==> src/shared/irq_pkg.sv <==
package irq_pkg;

    // ********************************************************
    // register map
    // ********************************************************
    localparam logic [11:0] CFG_OFFSET    = 12'h0C8;
    localparam logic [11:0] STATUS_OFFSET = 12'h0CC;
    localparam logic [7:0]  CFG_RESET     = 8'h00;
    localparam logic [7:0]  CFG_USED_MASK = 8'h70;
    localparam int          GEN_BIT       = 4;
    localparam int          POL2_BIT      = 5;
    localparam int          LVL1_BIT      = 6;

    // ********************************************************
    // status register fields
    // ********************************************************
    localparam int ST_PORT_A_LSB = 0;
    localparam int ST_PORT_B_LSB = 8;
    localparam int ST_TIMER_BIT  = 16;
    localparam int ST_CONV_BIT   = 17;
    localparam int ST_NMI_BIT    = 18;
    localparam int ST_SRC1_BIT   = 19;
    localparam int ST_SRC2_BIT   = 20;
    localparam int ST_MODE_LSB   = 21;
    localparam int ST_FSEL_LSB   = 23;

    // ********************************************************
    // vector table
    // ********************************************************
    localparam logic [11:0] VEC_SRC0 = 12'hFFC;
    localparam logic [11:0] VEC_SRC1 = 12'hFF6;
    localparam logic [11:0] VEC_SRC2 = 12'hFF4;
    localparam logic [11:0] VEC_SRC3 = 12'hFF2;
    localparam logic [11:0] VEC_SRC4 = 12'hFF0;
    localparam logic [11:0] VEC_RESET = 12'h000;

    // ********************************************************
    // modes and flag sets
    // ********************************************************
    typedef enum logic [1:0] {MODE_NORMAL, MODE_IRQ, MODE_NMI} mode_t;
    localparam logic [1:0] FS_NORMAL = 2'h0;
    localparam logic [1:0] FS_IRQ    = 2'h1;
    localparam logic [1:0] FS_NMI    = 2'h2;
    localparam int         SYNC_STAGES = 2;

endpackage

==> src/rtl/pin_sync.sv <==
`timescale 1ns/1ps
module pin_sync
#(
    parameter int WIDTH = 1
)
(
    input  wire logic             ref_clk, // core clock
    input  wire logic             rst,     // async reset, active high
    input  wire logic [WIDTH-1:0] async_in, // pin levels
    output logic      [WIDTH-1:0] sync_out  // levels after two flops
);
    logic [WIDTH-1:0] stage1;

    // pins idle high, so reset to the released level
    always_ff @(posedge ref_clk or posedge rst)
    begin
        if (rst)
        begin
            stage1   <= '1;
            sync_out <= '1;
        end
        else
        begin
            stage1   <= async_in;
            sync_out <= stage1;
        end
    end
endmodule

==> src/rtl/fixed_priority_interrupt_unit.sv <==
// Operation
// - nmi has top priority and preempts; maskable sources never nest.
// - pending maskable requests granted in fixed order, source one first.
// - each source has its own fixed vector address.
// - accepted request loads the program counter with its vector.
// - global enable bit 4 gates all maskable sources, never the nmi.
// - with global enable low, no source wakes the core from stop/wait.
// - nmi request held in a flip-flop cleared when its service starts.
// - source one level sensitive when bit 6 set, else falling edge.
// - source two always edge; bit 5 picks rising, else falling.
// - sources three and four are level sensitive only.
// - edge latch sets on edge, clears at service start, keeps one.
// - level requests are not stored; must be present when sampled.
// - lines tested at every instruction end; accept replaces next one.
// - entry swaps flags, pushes pc, inhibits maskable, clears latch, vectors.
// - three carry/zero pairs kept and switched without software help.
// - return restores previous flag set and pops the pc.
// - config register write-only at 0C8h, no partial writes, resets 00h.
// - per-event flags stay readable so software can find the originator.
// - timer to vector 3, converter to 4, port a to 1, port b to 2.
// - request during first 3 cycles of config-clear keeps normal flags.
// - wait/stop blocked while an enabled request is pending.
//
// Our own choice: register access over APB.
`timescale 1ns/1ps
module fixed_priority_interrupt_unit
(
    input  wire logic        ref_clk,        // core clock, 125 MHz
    input  wire logic        rst,            // async reset, active high
    input  wire logic        psel,           // apb select
    input  wire logic        penable,        // apb access phase
    input  wire logic        pwrite,         // apb direction
    input  wire logic [11:0] paddr,          // apb byte address
    input  wire logic [31:0] pwdata,         // apb write data
    input  wire logic [3:0]  pstrb,          // apb byte strobes
    output logic      [31:0] prdata,         // apb read data
    output logic             pready,         // apb ready
    output logic             pslverr,        // apb error
    input  wire logic        nmi_pin_n,      // nmi pin, falling edge
    input  wire logic [7:0]  port_a_pin,     // port a pin levels
    input  wire logic [7:0]  port_a_irq_en,  // port a option and data bits
    input  wire logic [7:0]  port_b_pin,     // port b pin levels
    input  wire logic [7:0]  port_b_irq_en,  // port b option and data bits
    input  wire logic        timer_zero_flag,      // timer overflow
    input  wire logic        timer_irq_enable,     // timer mask bit
    input  wire logic        conv_done_flag,       // end of conversion
    input  wire logic        converter_irq_enable, // converter mask bit
    input  wire logic        instr_end,      // pulse: instruction completes
    input  wire logic        return_from_interrupt, // pulse: return executes
    input  wire logic        cfg_clear_early, // first 3 cycles of cfg clear
    input  wire logic        core_idle,      // core sits in stop or wait
    input  wire logic        alu_flag_we,    // write carry/zero
    input  wire logic        alu_carry,      // new carry
    input  wire logic        alu_zero,       // new zero
    output logic             svc_start,      // pulse: service entry
    output logic [11:0]      svc_vector,     // vector loaded into pc
    output logic             push_pc,        // pulse: push pc on stack
    output logic             pop_pc,         // pulse: pop pc from stack
    output logic             wake,           // level: leave stop/wait
    output logic             idle_block,     // level: refuse stop/wait
    output logic             carry,          // active carry flag
    output logic             zero            // active zero flag
);

    // ********************************************************
    // input synchronisers
    // ********************************************************
    logic [16:0] pins_sync;

    pin_sync #(.WIDTH(17)) u_sync
    (
        .ref_clk  (ref_clk),
        .rst      (rst),
        .async_in ({nmi_pin_n, port_b_pin, port_a_pin}),
        .sync_out (pins_sync)
    );

    logic [7:0] pa_lvl;
    logic [7:0] pb_lvl;
    logic       nmi_lvl;
    assign pa_lvl  = pins_sync[7:0];
    assign pb_lvl  = pins_sync[15:8];
    assign nmi_lvl = pins_sync[16];

    // ********************************************************
    // configuration register
    // ********************************************************
    logic [7:0] cfg;
    logic       wr_acc;
    logic       setup;
    logic       hit_cfg;
    logic       hit_st;

    assign setup   = psel && !penable;
    assign wr_acc  = psel && penable && pwrite && pready;
    assign hit_cfg = (paddr == irq_pkg::CFG_OFFSET);
    assign hit_st  = (paddr == irq_pkg::STATUS_OFFSET);

    // a write without the lane-0 strobe counts as a bit operation and is refused
    always_ff @(posedge ref_clk or posedge rst)
    begin
        if (rst)
            cfg <= irq_pkg::CFG_RESET;
        else if (wr_acc && hit_cfg && pstrb[0])
            cfg <= pwdata[7:0] & irq_pkg::CFG_USED_MASK;
    end

    logic gen;
    logic pol2_rise;
    logic lvl1;
    assign gen       = cfg[irq_pkg::GEN_BIT];
    assign pol2_rise = cfg[irq_pkg::POL2_BIT];
    assign lvl1      = cfg[irq_pkg::LVL1_BIT];

    // ********************************************************
    // source lines
    // ********************************************************
    // lines are active low: any enabled pin pulled low asserts it
    logic line1_n;
    logic line2_n;
    logic line1_prev;
    logic line2_prev;
    logic nmi_prev;
    logic src3_req;
    logic src4_req;

    assign line1_n  = ~|(port_a_irq_en & ~pa_lvl);
    assign line2_n  = ~|(port_b_irq_en & ~pb_lvl);
    assign src3_req = timer_zero_flag && timer_irq_enable;
    assign src4_req = conv_done_flag && converter_irq_enable;

    always_ff @(posedge ref_clk or posedge rst)
    begin
        if (rst)
        begin
            line1_prev <= 1'b1;
            line2_prev <= 1'b1;
            nmi_prev   <= 1'b1;
        end
        else
        begin
            line1_prev <= line1_n;
            line2_prev <= line2_n;
            nmi_prev   <= nmi_lvl;
        end
    end

    logic fall1;
    logic edge2;
    logic nmi_fall;
    assign fall1    = line1_prev && !line1_n;
    assign edge2    = pol2_rise ? (!line2_prev && line2_n)
                                : (line2_prev && !line2_n);
    assign nmi_fall = nmi_prev && !nmi_lvl;

    // ********************************************************
    // request latches and arbitration
    // ********************************************************
    irq_pkg::mode_t mode;
    logic           nmi_latch;
    logic           src1_latch;
    logic           src2_latch;
    logic           src1_req;
    logic           src2_req;
    logic           mask_ok;
    logic           take_nmi;
    logic           take_mask;
    logic           take;
    logic [11:0]    next_vector;

    // level requests are only looked at, never stored
    assign src1_req  = lvl1 ? !line1_n : src1_latch;
    assign src2_req  = src2_latch;
    assign mask_ok   = gen && (mode == irq_pkg::MODE_NORMAL);
    assign take_nmi  = instr_end && nmi_latch
                       && (mode != irq_pkg::MODE_NMI);
    assign take_mask = instr_end && mask_ok && !take_nmi
                       && (src1_req || src2_req
                           || src3_req || src4_req);
    assign take      = take_nmi || take_mask;

    always_comb
    begin
        next_vector = irq_pkg::VEC_SRC4;
        if (take_nmi)
            next_vector = irq_pkg::VEC_SRC0;
        else if (src1_req)
            next_vector = irq_pkg::VEC_SRC1;
        else if (src2_req)
            next_vector = irq_pkg::VEC_SRC2;
        else if (src3_req)
            next_vector = irq_pkg::VEC_SRC3;
    end

    logic clr1;
    logic clr2;
    assign clr1 = take_mask && (next_vector == irq_pkg::VEC_SRC1);
    assign clr2 = take_mask && (next_vector == irq_pkg::VEC_SRC2);

    // a new edge in the clearing cycle wins over the clear
    always_ff @(posedge ref_clk or posedge rst)
    begin
        if (rst)
        begin
            nmi_latch  <= 1'b0;
            src1_latch <= 1'b0;
            src2_latch <= 1'b0;
        end
        else
        begin
            nmi_latch  <= nmi_fall || (nmi_latch && !take_nmi);
            src1_latch <= (fall1 && !lvl1)
                          || (src1_latch && !clr1);
            src2_latch <= edge2 || (src2_latch && !clr2);
        end
    end

    // ********************************************************
    // mode and flag set sequencing
    // ********************************************************
    irq_pkg::mode_t nmi_ret_mode;
    logic [1:0]     flag_sel;
    logic [1:0]     nmi_ret_sel;
    logic           keep_flags;

    // a request seen while config is being cleared leaves flags as they were
    always_ff @(posedge ref_clk or posedge rst)
    begin
        if (rst)
            keep_flags <= 1'b0;
        else if (instr_end)
            keep_flags <= 1'b0;
        else if (cfg_clear_early && gen
                 && (mode == irq_pkg::MODE_NORMAL)
                 && (src1_req || src2_req || src3_req || src4_req))
            keep_flags <= 1'b1;
    end

    always_ff @(posedge ref_clk or posedge rst)
    begin
        if (rst)
        begin
            mode         <= irq_pkg::MODE_NORMAL;
            flag_sel     <= irq_pkg::FS_NORMAL;
            nmi_ret_mode <= irq_pkg::MODE_NORMAL;
            nmi_ret_sel  <= irq_pkg::FS_NORMAL;
        end
        else if (take_nmi)
        begin
            nmi_ret_mode <= mode;
            nmi_ret_sel  <= flag_sel;
            mode         <= irq_pkg::MODE_NMI;
            flag_sel     <= irq_pkg::FS_NMI;
        end
        else if (take_mask)
        begin
            mode <= irq_pkg::MODE_IRQ;
            if (!keep_flags)
                flag_sel <= irq_pkg::FS_IRQ;
        end
        else if (return_from_interrupt)
        begin
            case (mode)
                irq_pkg::MODE_NMI:
                begin
                    mode     <= nmi_ret_mode;
                    flag_sel <= nmi_ret_sel;
                end
                irq_pkg::MODE_IRQ:
                begin
                    mode     <= irq_pkg::MODE_NORMAL;
                    flag_sel <= irq_pkg::FS_NORMAL;
                end
                default:
                    mode <= mode;
            endcase
        end
    end

    // ********************************************************
    // core handshake outputs
    // ********************************************************
    logic any_enabled;
    assign any_enabled = nmi_latch || (mask_ok && (src1_req || src2_req
                                       || src3_req || src4_req));

    always_ff @(posedge ref_clk or posedge rst)
    begin
        if (rst)
        begin
            svc_start  <= 1'b0;
            push_pc    <= 1'b0;
            pop_pc     <= 1'b0;
            svc_vector <= irq_pkg::VEC_RESET;
            wake       <= 1'b0;
            idle_block <= 1'b0;
        end
        else
        begin
            svc_start  <= take;
            push_pc    <= take;
            pop_pc     <= return_from_interrupt && !take
                          && (mode != irq_pkg::MODE_NORMAL);
            if (take)
                svc_vector <= next_vector;
            // gen low also silences the nmi as a wake source
            wake       <= core_idle && gen && any_enabled;
            idle_block <= any_enabled;
        end
    end

    // ********************************************************
    // carry and zero flag pairs
    // ********************************************************
    logic [2:0] c_set;
    logic [2:0] z_set;
    logic [1:0] next_sel;
    assign next_sel = take_nmi ? irq_pkg::FS_NMI
                    : (take_mask && !keep_flags) ? irq_pkg::FS_IRQ
                    : (return_from_interrupt
                       && mode == irq_pkg::MODE_NMI) ? nmi_ret_sel
                    : (return_from_interrupt
                       && mode == irq_pkg::MODE_IRQ) ? irq_pkg::FS_NORMAL
                    : flag_sel;

    always_ff @(posedge ref_clk or posedge rst)
    begin
        if (rst)
        begin
            c_set <= 3'h0;
            z_set <= 3'h0;
            carry <= 1'b0;
            zero  <= 1'b0;
        end
        else
        begin
            if (alu_flag_we)
            begin
                c_set[flag_sel] <= alu_carry;
                z_set[flag_sel] <= alu_zero;
            end
            if (alu_flag_we && next_sel == flag_sel)
            begin
                carry <= alu_carry;
                zero  <= alu_zero;
            end
            else
            begin
                carry <= c_set[next_sel];
                zero  <= z_set[next_sel];
            end
        end
    end

    // ********************************************************
    // apb slave
    // ********************************************************
    logic [31:0] status;
    always_comb
    begin
        status = 32'h0000_0000;
        status[irq_pkg::ST_PORT_A_LSB +: 8] = pa_lvl;
        status[irq_pkg::ST_PORT_B_LSB +: 8] = pb_lvl;
        status[irq_pkg::ST_TIMER_BIT]       = timer_zero_flag;
        status[irq_pkg::ST_CONV_BIT]        = conv_done_flag;
        status[irq_pkg::ST_NMI_BIT]         = nmi_latch;
        status[irq_pkg::ST_SRC1_BIT]        = src1_latch;
        status[irq_pkg::ST_SRC2_BIT]        = src2_latch;
        status[irq_pkg::ST_MODE_LSB +: 2]   = mode;
        status[irq_pkg::ST_FSEL_LSB +: 2]   = flag_sel;
    end

    // answers are prepared in the setup cycle, so access never waits
    always_ff @(posedge ref_clk or posedge rst)
    begin
        if (rst)
        begin
            pready  <= 1'b0;
            prdata  <= 32'h0000_0000;
            pslverr <= 1'b0;
        end
        else
        begin
            pready <= 1'b1;
            if (setup)
            begin
                prdata  <= (!pwrite && hit_st) ? status : 32'h0000_0000;
                pslverr <= !(hit_cfg || hit_st)
                           || (pwrite && hit_st)
                           || (pwrite && !pstrb[0]);
            end
        end
    end

    // ********************************************************
    // checks
    // ********************************************************
    a_nmi_no_mask: assert property (@(posedge ref_clk) disable iff (rst)
        (svc_start && mode == irq_pkg::MODE_IRQ)
        |-> $past(mode) == irq_pkg::MODE_NORMAL)
        else $error("maskable source nested");
    a_prio_fixed: assert property (@(posedge ref_clk) disable iff (rst)
        (svc_start && svc_vector == irq_pkg::VEC_SRC2) |-> !$past(src1_req))
        else $error("source two beat source one");
    a_nmi_vector: assert property (@(posedge ref_clk) disable iff (rst)
        svc_start |-> ((svc_vector == irq_pkg::VEC_SRC0)
                       == (mode == irq_pkg::MODE_NMI)))
        else $error("vector does not match mode");
    a_gen_gates: assert property (@(posedge ref_clk) disable iff (rst)
        (svc_start && mode == irq_pkg::MODE_IRQ) |-> $past(gen))
        else $error("maskable taken with gen low");
    a_wake_gen: assert property (@(posedge ref_clk) disable iff (rst)
        wake |-> $past(gen) && $past(core_idle))
        else $error("wake without gen");
    a_nmi_cleared: assert property (@(posedge ref_clk) disable iff (rst)
        (take_nmi && !nmi_fall) |=> !nmi_latch)
        else $error("nmi latch not cleared");
    a_cfg_write: assert property (@(posedge ref_clk) disable iff (rst)
        (wr_acc && hit_cfg && pstrb[0])
        |=> cfg == ($past(pwdata[7:0]) & irq_pkg::CFG_USED_MASK))
        else $error("config write lost");
    a_entry_push: assert property (@(posedge ref_clk) disable iff (rst)
        take |=> svc_start && push_pc ##1 !svc_start)
        else $error("entry sequence wrong");
    a_return_from_interrupt_pop: assert property (@(posedge ref_clk) disable iff (rst)
        (return_from_interrupt && !take && mode == irq_pkg::MODE_IRQ)
        |=> pop_pc && mode == irq_pkg::MODE_NORMAL)
        else $error("return did not restore");
    a_idle_block: assert property (@(posedge ref_clk) disable iff (rst)
        $past(nmi_latch) |-> idle_block)
        else $error("idle allowed with nmi pending");

    c_nmi_preempt: cover property (@(posedge ref_clk) disable iff (rst)
        mode == irq_pkg::MODE_IRQ ##[1:50] mode == irq_pkg::MODE_NMI);
    c_src2_taken: cover property (@(posedge ref_clk) disable iff (rst)
        svc_start && svc_vector == irq_pkg::VEC_SRC2);
    c_return_from_interrupt_back: cover property (@(posedge ref_clk) disable iff (rst)
        pop_pc && mode == irq_pkg::MODE_NORMAL);

endmodule

==> config.mk <==
export PLATFORM = sky130hd
export DESIGN_NAME = fixed_priority_interrupt_unit
export DESIGN_NICKNAME = d
export VERILOG_FILES = /design/src/shared/irq_pkg.sv /design/src/rtl/pin_sync.sv /design/src/rtl/fixed_priority_interrupt_unit.sv
export SDC_FILE = /design/constraint.sdc
export NUM_CORES = 1
export LEC_CHECK = 0
export ABC_AREA = 1
export BUFFER_PORTS_ARGS = -buffer_cell sky130_fd_sc_hd__buf_4
export CORE_MARGIN = 1.5
export CORE_UTILIZATION = 49
export CTS_BUF_LIST = sky130_fd_sc_hd__clkbuf_4 sky130_fd_sc_hd__clkbuf_8 sky130_fd_sc_hd__clkbuf_16
export CTS_CLUSTER_SIZE = 10
export DETAILED_ROUTE_END_ITERATION = 12
export PLACE_DENSITY_LB_ADDON = 0.3
export SYNTH_ARGS = -nofsm -noshare
export SYNTH_HDL_FRONTEND = slang
export SYNTH_SLANG_ARGS = --single-unit
==> constraint.sdc <==
create_clock -name ref_clk -period 3.5 [get_ports ref_clk]
set_input_delay 0.175 -clock ref_clk [delete_from_list [all_inputs] [get_ports ref_clk]]
set_output_delay 0.175 -clock ref_clk [all_outputs]
set_load 0.01 [all_outputs]
=== Word-level counts from Yosys, hierarchy flattened ===
Cells that the tools add are included.

* ROM bits: 0
* Memories kept: 0
* Flip-flop bits (word level): 110
* Output and inout bits: 53
* Logic and storage cells: 148
* Memory bits (writable): 0
* Latch bits: 0

* Divide/modulo/power cells: 0
* Add/sub/neg operators: 0
* Reduce and logical (&&, ||, !) cells: 74
* Eq/ne operators: 9
* $mul: 0
* Multiplexer cells: 32
* Order comparisons: 3
* Shifts and indexed selects: 0
* Bitwise logic cells: 4

{| class="wikitable"
|+ Operator list
! cell !! count
|-
| 1-bit logical AND || 40
|-
| 25-bit 2-to-1 mux || 1
|-
| 12-bit == test, second input constant || 2
|-
| 12-bit by 8-bit == test with 1-bit output, second input constant || 2
|-
| 2-bit 2-to-1 mux || 12
|-
| 8-bit bitwise AND || 2
|-
| 8-bit inverter || 2
|-
| 8-bit OR reduction || 2
|-
| 1-bit logical NOT || 14
|-
| 1-bit logical OR || 11
|-
| 1-bit 2-to-1 mux || 9
|-
| 2-bit case mux with 2 select lines || 2
|-
| 3-bit bitwise mux || 2
|-
| 2-bit by 3-bit less-than comparator with 1-bit output, second input constant || 2
|-
| 3-bit 2-to-1 mux || 2
|-
| 1-bit binary-select mux with 2-bit select || 2
|-
| 4-bit 2-to-1 mux || 1
|-
| 2-bit nonzero test || 2
|-
| 4-bit nonzero test || 1
|-
| 3-bit != test, second input constant || 1
|-
| 3-bit AND reduction || 1
|-
| 3-bit nonzero test || 1
|-
| 1-bit demux with 2-bit select || 1
|-
| 2-bit by 1-bit == test with 1-bit output, second input constant || 1
|-
| 6 further kinds || 6
|}

=== Depth between registers and ports, before layout ===
* Depth in word-level cells: 14
* Gate-level depth with buffers: 16
* Gate-level depth less buffers: 16

=== Hierarchy ===
Synthesis repeated with hierarchy kept, for this count alone.

* Cell total of the unflattened synthesis: 383
* Area total of the unflattened synthesis: 3937.5 µm²

{| class="wikitable"
|+ By module, submodules not included
! module !! times used !! seq. area each (µm²) !! area an instance (µm²) !! cells each
|-
| fixed_priority_interrupt_unit || 1 || 1530.2 || 3040.4 || 348
|-
| pin_sync || 1 || 893.4 || 897.1 || 35
|}

=== Worst setup path before layout ===
No wires, ideal clock.

* Kind: reg2reg
* Start point: register mode[0]
* End point: register carry
* Buffers on the path: 0
* Slack: 1.718 ns
* Arrival: 1.666 ns
* Stages on the path, launching flop included: 13
* Clock period less this slack: 1.782 ns
* Setup time: 0.116 ns
* Path through: dfrtp_1 > inv_1 > ha_1 > nor3_4 > nor2_1 > nand3_1 > nand2_1 > nand3_1 > nand2_1 > nor2_1 > nand2_1 > nand2_1 > nand2_1

* Word-level cells in the longest chain between the ends: 11

{| class="wikitable"
|+ Ends and longest elaborated chain
! item !! line !! RTL
|-
| start: declaration || fixed_priority_interrupt_unit.sv:159 || <nowiki>irq_pkg::mode_t mode;</nowiki>
|-
| start signal: assignment || fixed_priority_interrupt_unit.sv:243 || <nowiki>mode <= irq_pkg::MODE_NORMAL;</nowiki>
|-
| start signal: assignment || fixed_priority_interrupt_unit.sv:252 || <nowiki>mode <= irq_pkg::MODE_NMI;</nowiki>
|-
| start signal: assignment || fixed_priority_interrupt_unit.sv:257 || <nowiki>mode <= irq_pkg::MODE_IRQ;</nowiki>
|-
| 2-bit != test or 2-bit logical NOT (tied branches) || fixed_priority_interrupt_unit.sv:176, fixed_priority_interrupt_unit.sv:174 ||
|-
| 1-bit logical AND, on equally long branches || fixed_priority_interrupt_unit.sv:176, fixed_priority_interrupt_unit.sv:174 ||
|-
| 1-bit logical NOT or 1-bit logical AND (tied branches) || fixed_priority_interrupt_unit.sv:177 || <nowiki>assign take_mask = instr_end && mask_ok && !take_nmi</nowiki>
|-
| 1-bit logical AND || fixed_priority_interrupt_unit.sv:177 ||
|-
| 1-bit logical AND || fixed_priority_interrupt_unit.sv:178 || <nowiki>&& (src1_req || src2_req</nowiki>
|-
| 1-bit logical AND || fixed_priority_interrupt_unit.sv:319 || <nowiki>: (take_mask && !keep_flags) ? irq_pkg::FS_IRQ</nowiki>
|-
| 2-bit 2-to-1 mux || fixed_priority_interrupt_unit.sv:319 ||
|-
| 2-bit 2-to-1 mux (*) || fixed_priority_interrupt_unit.sv:318 || <nowiki>assign next_sel = take_nmi ? irq_pkg::FS_NMI</nowiki>
|-
| 1-bit binary-select mux with 2-bit select or 2-bit == test (tied branches) || fixed_priority_interrupt_unit.sv:349, fixed_priority_interrupt_unit.sv:342 ||
|-
| 1-bit 2-to-1 mux (not written as such) or 1-bit logical AND (tied branches) || fixed_priority_interrupt_unit.sv:349, fixed_priority_interrupt_unit.sv:342 ||
|-
| 1-bit 2-to-1 mux (*) || fixed_priority_interrupt_unit.sv:342 || <nowiki>if (alu_flag_we && next_sel == flag_sel)</nowiki>
|-
| end signal: assignment || fixed_priority_interrupt_unit.sv:344 || <nowiki>carry <= alu_carry;</nowiki>
|-
| end signal: assignment || fixed_priority_interrupt_unit.sv:349 || <nowiki>carry <= c_set[next_sel];</nowiki>
|-
| end: declaration || fixed_priority_interrupt_unit.sv:61 || <nowiki>output logic carry,</nowiki>
|}

Every way passes the cells marked *; elsewhere a longest branch is shown, timed or not. The select of a mux whose other input is x is not followed.
A chain may end at the register's enable or synchronous reset.

=== Worst setup path after layout ===
* Start point: register u_sync.sync_out[7]
* End point: register flag_sel[0]

* Word-level cells in the longest chain between the ends: 10

{| class="wikitable"
|+ Ends and longest elaborated chain
! item !! line !! RTL
|-
| start: declaration || pin_sync.sv:10 || <nowiki>output logic [WIDTH-1:0] sync_out</nowiki>
|-
| start signal: assignment || pin_sync.sv:25 || <nowiki>sync_out <= stage1;</nowiki>
|-
| 8-bit inverter (*) || fixed_priority_interrupt_unit.sv:127 || <nowiki>assign line1_n = ~|(port_a_irq_en & ~pa_lvl);</nowiki>
|-
| 8-bit bitwise AND (*) || fixed_priority_interrupt_unit.sv:127 ||
|-
| 8-bit OR reduction (*) || fixed_priority_interrupt_unit.sv:127 ||
|-
| 1-bit 2-to-1 mux (*) || fixed_priority_interrupt_unit.sv:172 || <nowiki>assign src1_req = lvl1 ? !line1_n : src1_latch;</nowiki>
|-
| 1-bit logical OR (*) || fixed_priority_interrupt_unit.sv:178 ||
|-
| 1-bit logical OR (*) (2 in series) || fixed_priority_interrupt_unit.sv:179 || <nowiki>|| src3_req || src4_req);</nowiki>
|-
| 1-bit logical AND (*) || fixed_priority_interrupt_unit.sv:178 ||
|-
| 3-bit != test (no line), or another cell as far along || n/a ||
|-
| 3-bit AND reduction (no line) or 2-bit 2-to-1 mux (tied branches) || n/a ||
|-
| end signal: assignment || fixed_priority_interrupt_unit.sv:244 || <nowiki>flag_sel <= irq_pkg::FS_NORMAL;</nowiki>
|-
| end signal: assignment || fixed_priority_interrupt_unit.sv:253 || <nowiki>flag_sel <= irq_pkg::FS_NMI;</nowiki>
|-
| end signal: assignment || fixed_priority_interrupt_unit.sv:259 || <nowiki>flag_sel <= irq_pkg::FS_IRQ;</nowiki>
|-
| end: declaration || fixed_priority_interrupt_unit.sv:222 || <nowiki>logic [1:0] flag_sel;</nowiki>
|}

Every way passes the cells marked *; elsewhere a longest branch is shown, timed or not.

==> impl_results.md <==
* Pre-CTS setup slack at 1.256 ns
* Fin crit share at 64.26%
* CP max stage cell: dfstp_2
* Clock period minus final worst setup slack at 2.249 ns
* Dpl cells at 580
* Final hold violation count at 32
* GRT Util Overall at 19.83%
* Crit path launch type: flop
* Crit path cell chain: inv_1 > nand2_1 > nand2_1 > nor2_1 > nand2_1 > nand2_1 > nand4_1 > nand2_1 > inv_2 > nor2_4 > nand2_2 > o21ai_0 > inv_1 > nand2_1 > o21ai_1
* Crit path kind: flop to flop
* WP data arrival at 2.50 ns
* IO Pins at 150
* Syn-to-layout area delta at 30.80%
* RSZ-0062 raised after global routing: no
* Share of the synthesized area in the top cell type at 37.06%
* CTS Root Cell: clkbuf_8
* Die Area at 8538 um2
* Clock sinks at 95
* Drt via density at 4.844
* Antenna violations before repair at 0
* Fmax at 0.4446 GHz
* Post-CTS sizing at 0
* Clock latency at the later pin of the worst-skew pair at 0.36 ns
* Worst vdd ir at 298.1 uV
* Top cells by area, synth: dfrtp_1 37%, dfstp_2 25%, nand2_1 8.8%
* Nature of the critical path endpoint: flop
* CP Max Fanout at 5
* Most frequent CP cell: nand2_1
* Ant diodes at 0
* Crit-path max cell delay at 0.53 ns
* Initial DRC count at 151
* Setup ws final at 1.251 ns
* Total congestion overflow at 0
* Synth cell types at 36
* Pin count of the biggest net entering global routing at 56
* DRC at 0
* Hold WS at -0.02315 ns
* Num rows at 32
* #FFs+latches synth at 95
* Endpoints failing setup at 0
* Die Y at 92.40 um
* Syn avg cell area at 10.23 um2
* First-pass GRT wire length at 13.18 mm
* Ys Warns at 0
* TritonCTS clock tree: yes
* Register area share after synthesis at 61.88%
* Layout cell share with drive strength beyond 1 at 36.33%
* Failing checks: hold timing
* Slew @ Worst Pin at 0.9850 ns
* Drt total wl at 8.049 mm
* Initial Utilization at 50.68%
* Nets at 607
* Finished Layout Cells at 614
* Worst clock skew at 0.01089 ns
* Hpwl dp at 5.686 mm
* Average wire per standard cell at 13.11 um
* Maxcap violations at 0
* Num CTS Buffers at 9
* CORE AREA at 7727 um2
* Clk slew on worst S/H paths at 0.10 ns
* Fill cells at 629
* Post-route ant nets at 0
* Cell leakage power at 2.578 nW
* Mapped Area at 3916 um2
* Outcome: finished with violations
* Synthesized instance count at 383
* Worst Hold Class: primary input to asynchronous set/reset pin
* Setup TNS at 0 ns
* Vias in the first global route at 2927
* DR vias at 2974
* DRT Pass-1 Iters at 5
* P per Cell Area at 508.8 nW/um2
* Total count of max-transition violations in the final report at 0
* Port Buf Inserts at 109
* GPL Wtd Cong at 0.7849
* Synth area leader: dfrtp_1
* H-tree depth at 3
* Max_slew headroom at 32.63%
* Die width at 92.40 um
* Clock Path Buffers at 2
* CP required at 3.75 ns
-- registers in the layout (all words and copies together) (netlist names), 2 cells and up --
name / cells
c_set: 3
cfg: 3
flag_sel: 2
mode: 2
nmi_ret_mode: 2
nmi_ret_sel: 2
prdata: 25
svc_vector: 4
u_sync.stage1: 17
u_sync.sync_out: 17
z_set: 3
-- critical path, delay by kind of cell, from the launching register on --
family | cells | cell delay [ns]
simple gates | 10 | 1.17
compound gates | 2 | 0.16
flops | 1 | 0.53
buf+inv | 3 | 0.28
-- path summary, 6_finish.rpt --
| check | depth (start not counted) | endpoint | slack (ns) | startpoint |
|---|---|---|---|---|
| min in group ref_clk | 3 | wake | 0.04 | core_idle |
| min | 2 | nmi_ret_sel[0] | -0.02 | rst |
| max | 15 | flag_sel[0] | 1.25 | u_sync.sync_out[7] |
| min reg2reg | 0 | u_sync.sync_out[6] | 0.36 | u_sync.stage1[6] |
| max in group asynchronous | 3 | u_sync.sync_out[8] | 2.61 | rst |
| max reg2reg | 15 | flag_sel[0] | 1.25 | u_sync.sync_out[7] |
-- metal layers --
metal  routed length, um  GRT usage [%]  vias up
met5                   0              0        -
met4                 102          6.410        0
met3                 400          4.269       10
met2                4127          34.01       96
met1                3418          24.97     1412
li1                    -              -     1456
-- power by group --
part / internal [mW] / switching (mW)
Clock: 0.282 / 0.416
Sequential: 1.24 / 0.0582
Combinational: 0.243 / 0.370
Total: 1.76 / 0.843
-- through the flow --
stage	utilization (%)	total power, mW	area (um2)	hold WS (ns)
after floorplan	-	1.713	3943	0.1795
after global placement	61.43	1.884	4747	0.2832
after detailed placement	61.43	1.907	4747	0.2845
after CTS	66.29	2.631	5122	0.005161
after global routing	66.29	2.775	5122	0.05291
final	66.29	2.606	5122	-0.02315
-- placed cells by master (no fill, tap or decap), types with 12 or more instances in the layout --
cell / synthesis / layout
o31ai_2: 12 / 12
nand3_1: 18 / 18
dfrtp_1: 58 / 58
dfstp_2: 37 / 37
inv_1: 52 / 51
o21ai_0: 31 / 31
nor2_1: 15 / 15
nand2_1: 92 / 92
buf_4: 16 / 112
dlygate4sd3_1: 0 / 18
-- what timing repair did --
item | CTS | global route
endpoints found under the setup margin | 0 | 0
hold buffers | 18 | 0
buffers inserted | 0 | 0
hold endpoints to repair | 18 | 0
-- cell type report --
type | instances | area [um2] | share of cell area (%)
clock buffers | 9 | 123.9 | 2.418
clock inverters | 7 | 71.32 | 1.392
inverters | 54 | 203.9 | 3.981
multi-input cells | 217 | 1151 | 22.47
flip-flops and latches | 95 | 2424 | 47.31
well taps | 102 | 127.6 | 2.491
repair buffers | 130 | 1021 | 19.93
-- cells by family (layout without fill, tap and decap cells) --
group | count (synthesis) | in the layout | synth area share, %
adders and majority gates | 3 | 3 | 0.9586
buffers and inverters | 78 | 200 | 9.393
DFF | 95 | 95 | 61.88
AOI/OAI and AO/OA | 67 | 67 | 11.98
and+or+nand+nor | 138 | 138 | 15.59
other | 2 | 9 | 0.1918
-- cell usage after synthesis, drive strengths merged --
master and number:
nor2 16, o31ai 17, clkinv 1, a22o 1
or4 1, or2 2, nand4 2, dfrtp 58
ha 3, o22a 1, o22ai 3, dfstp 37
nor4 2, inv 53, a2111oi 1, o21ai 33
clkbuf 6, a21oi 5, o221ai 3, nand2 94
nor3 3, conb 2, nand3 18, o211ai 1
buf 18, a31oi 2
No activity file was read; power rests on OpenSTA's default activity.
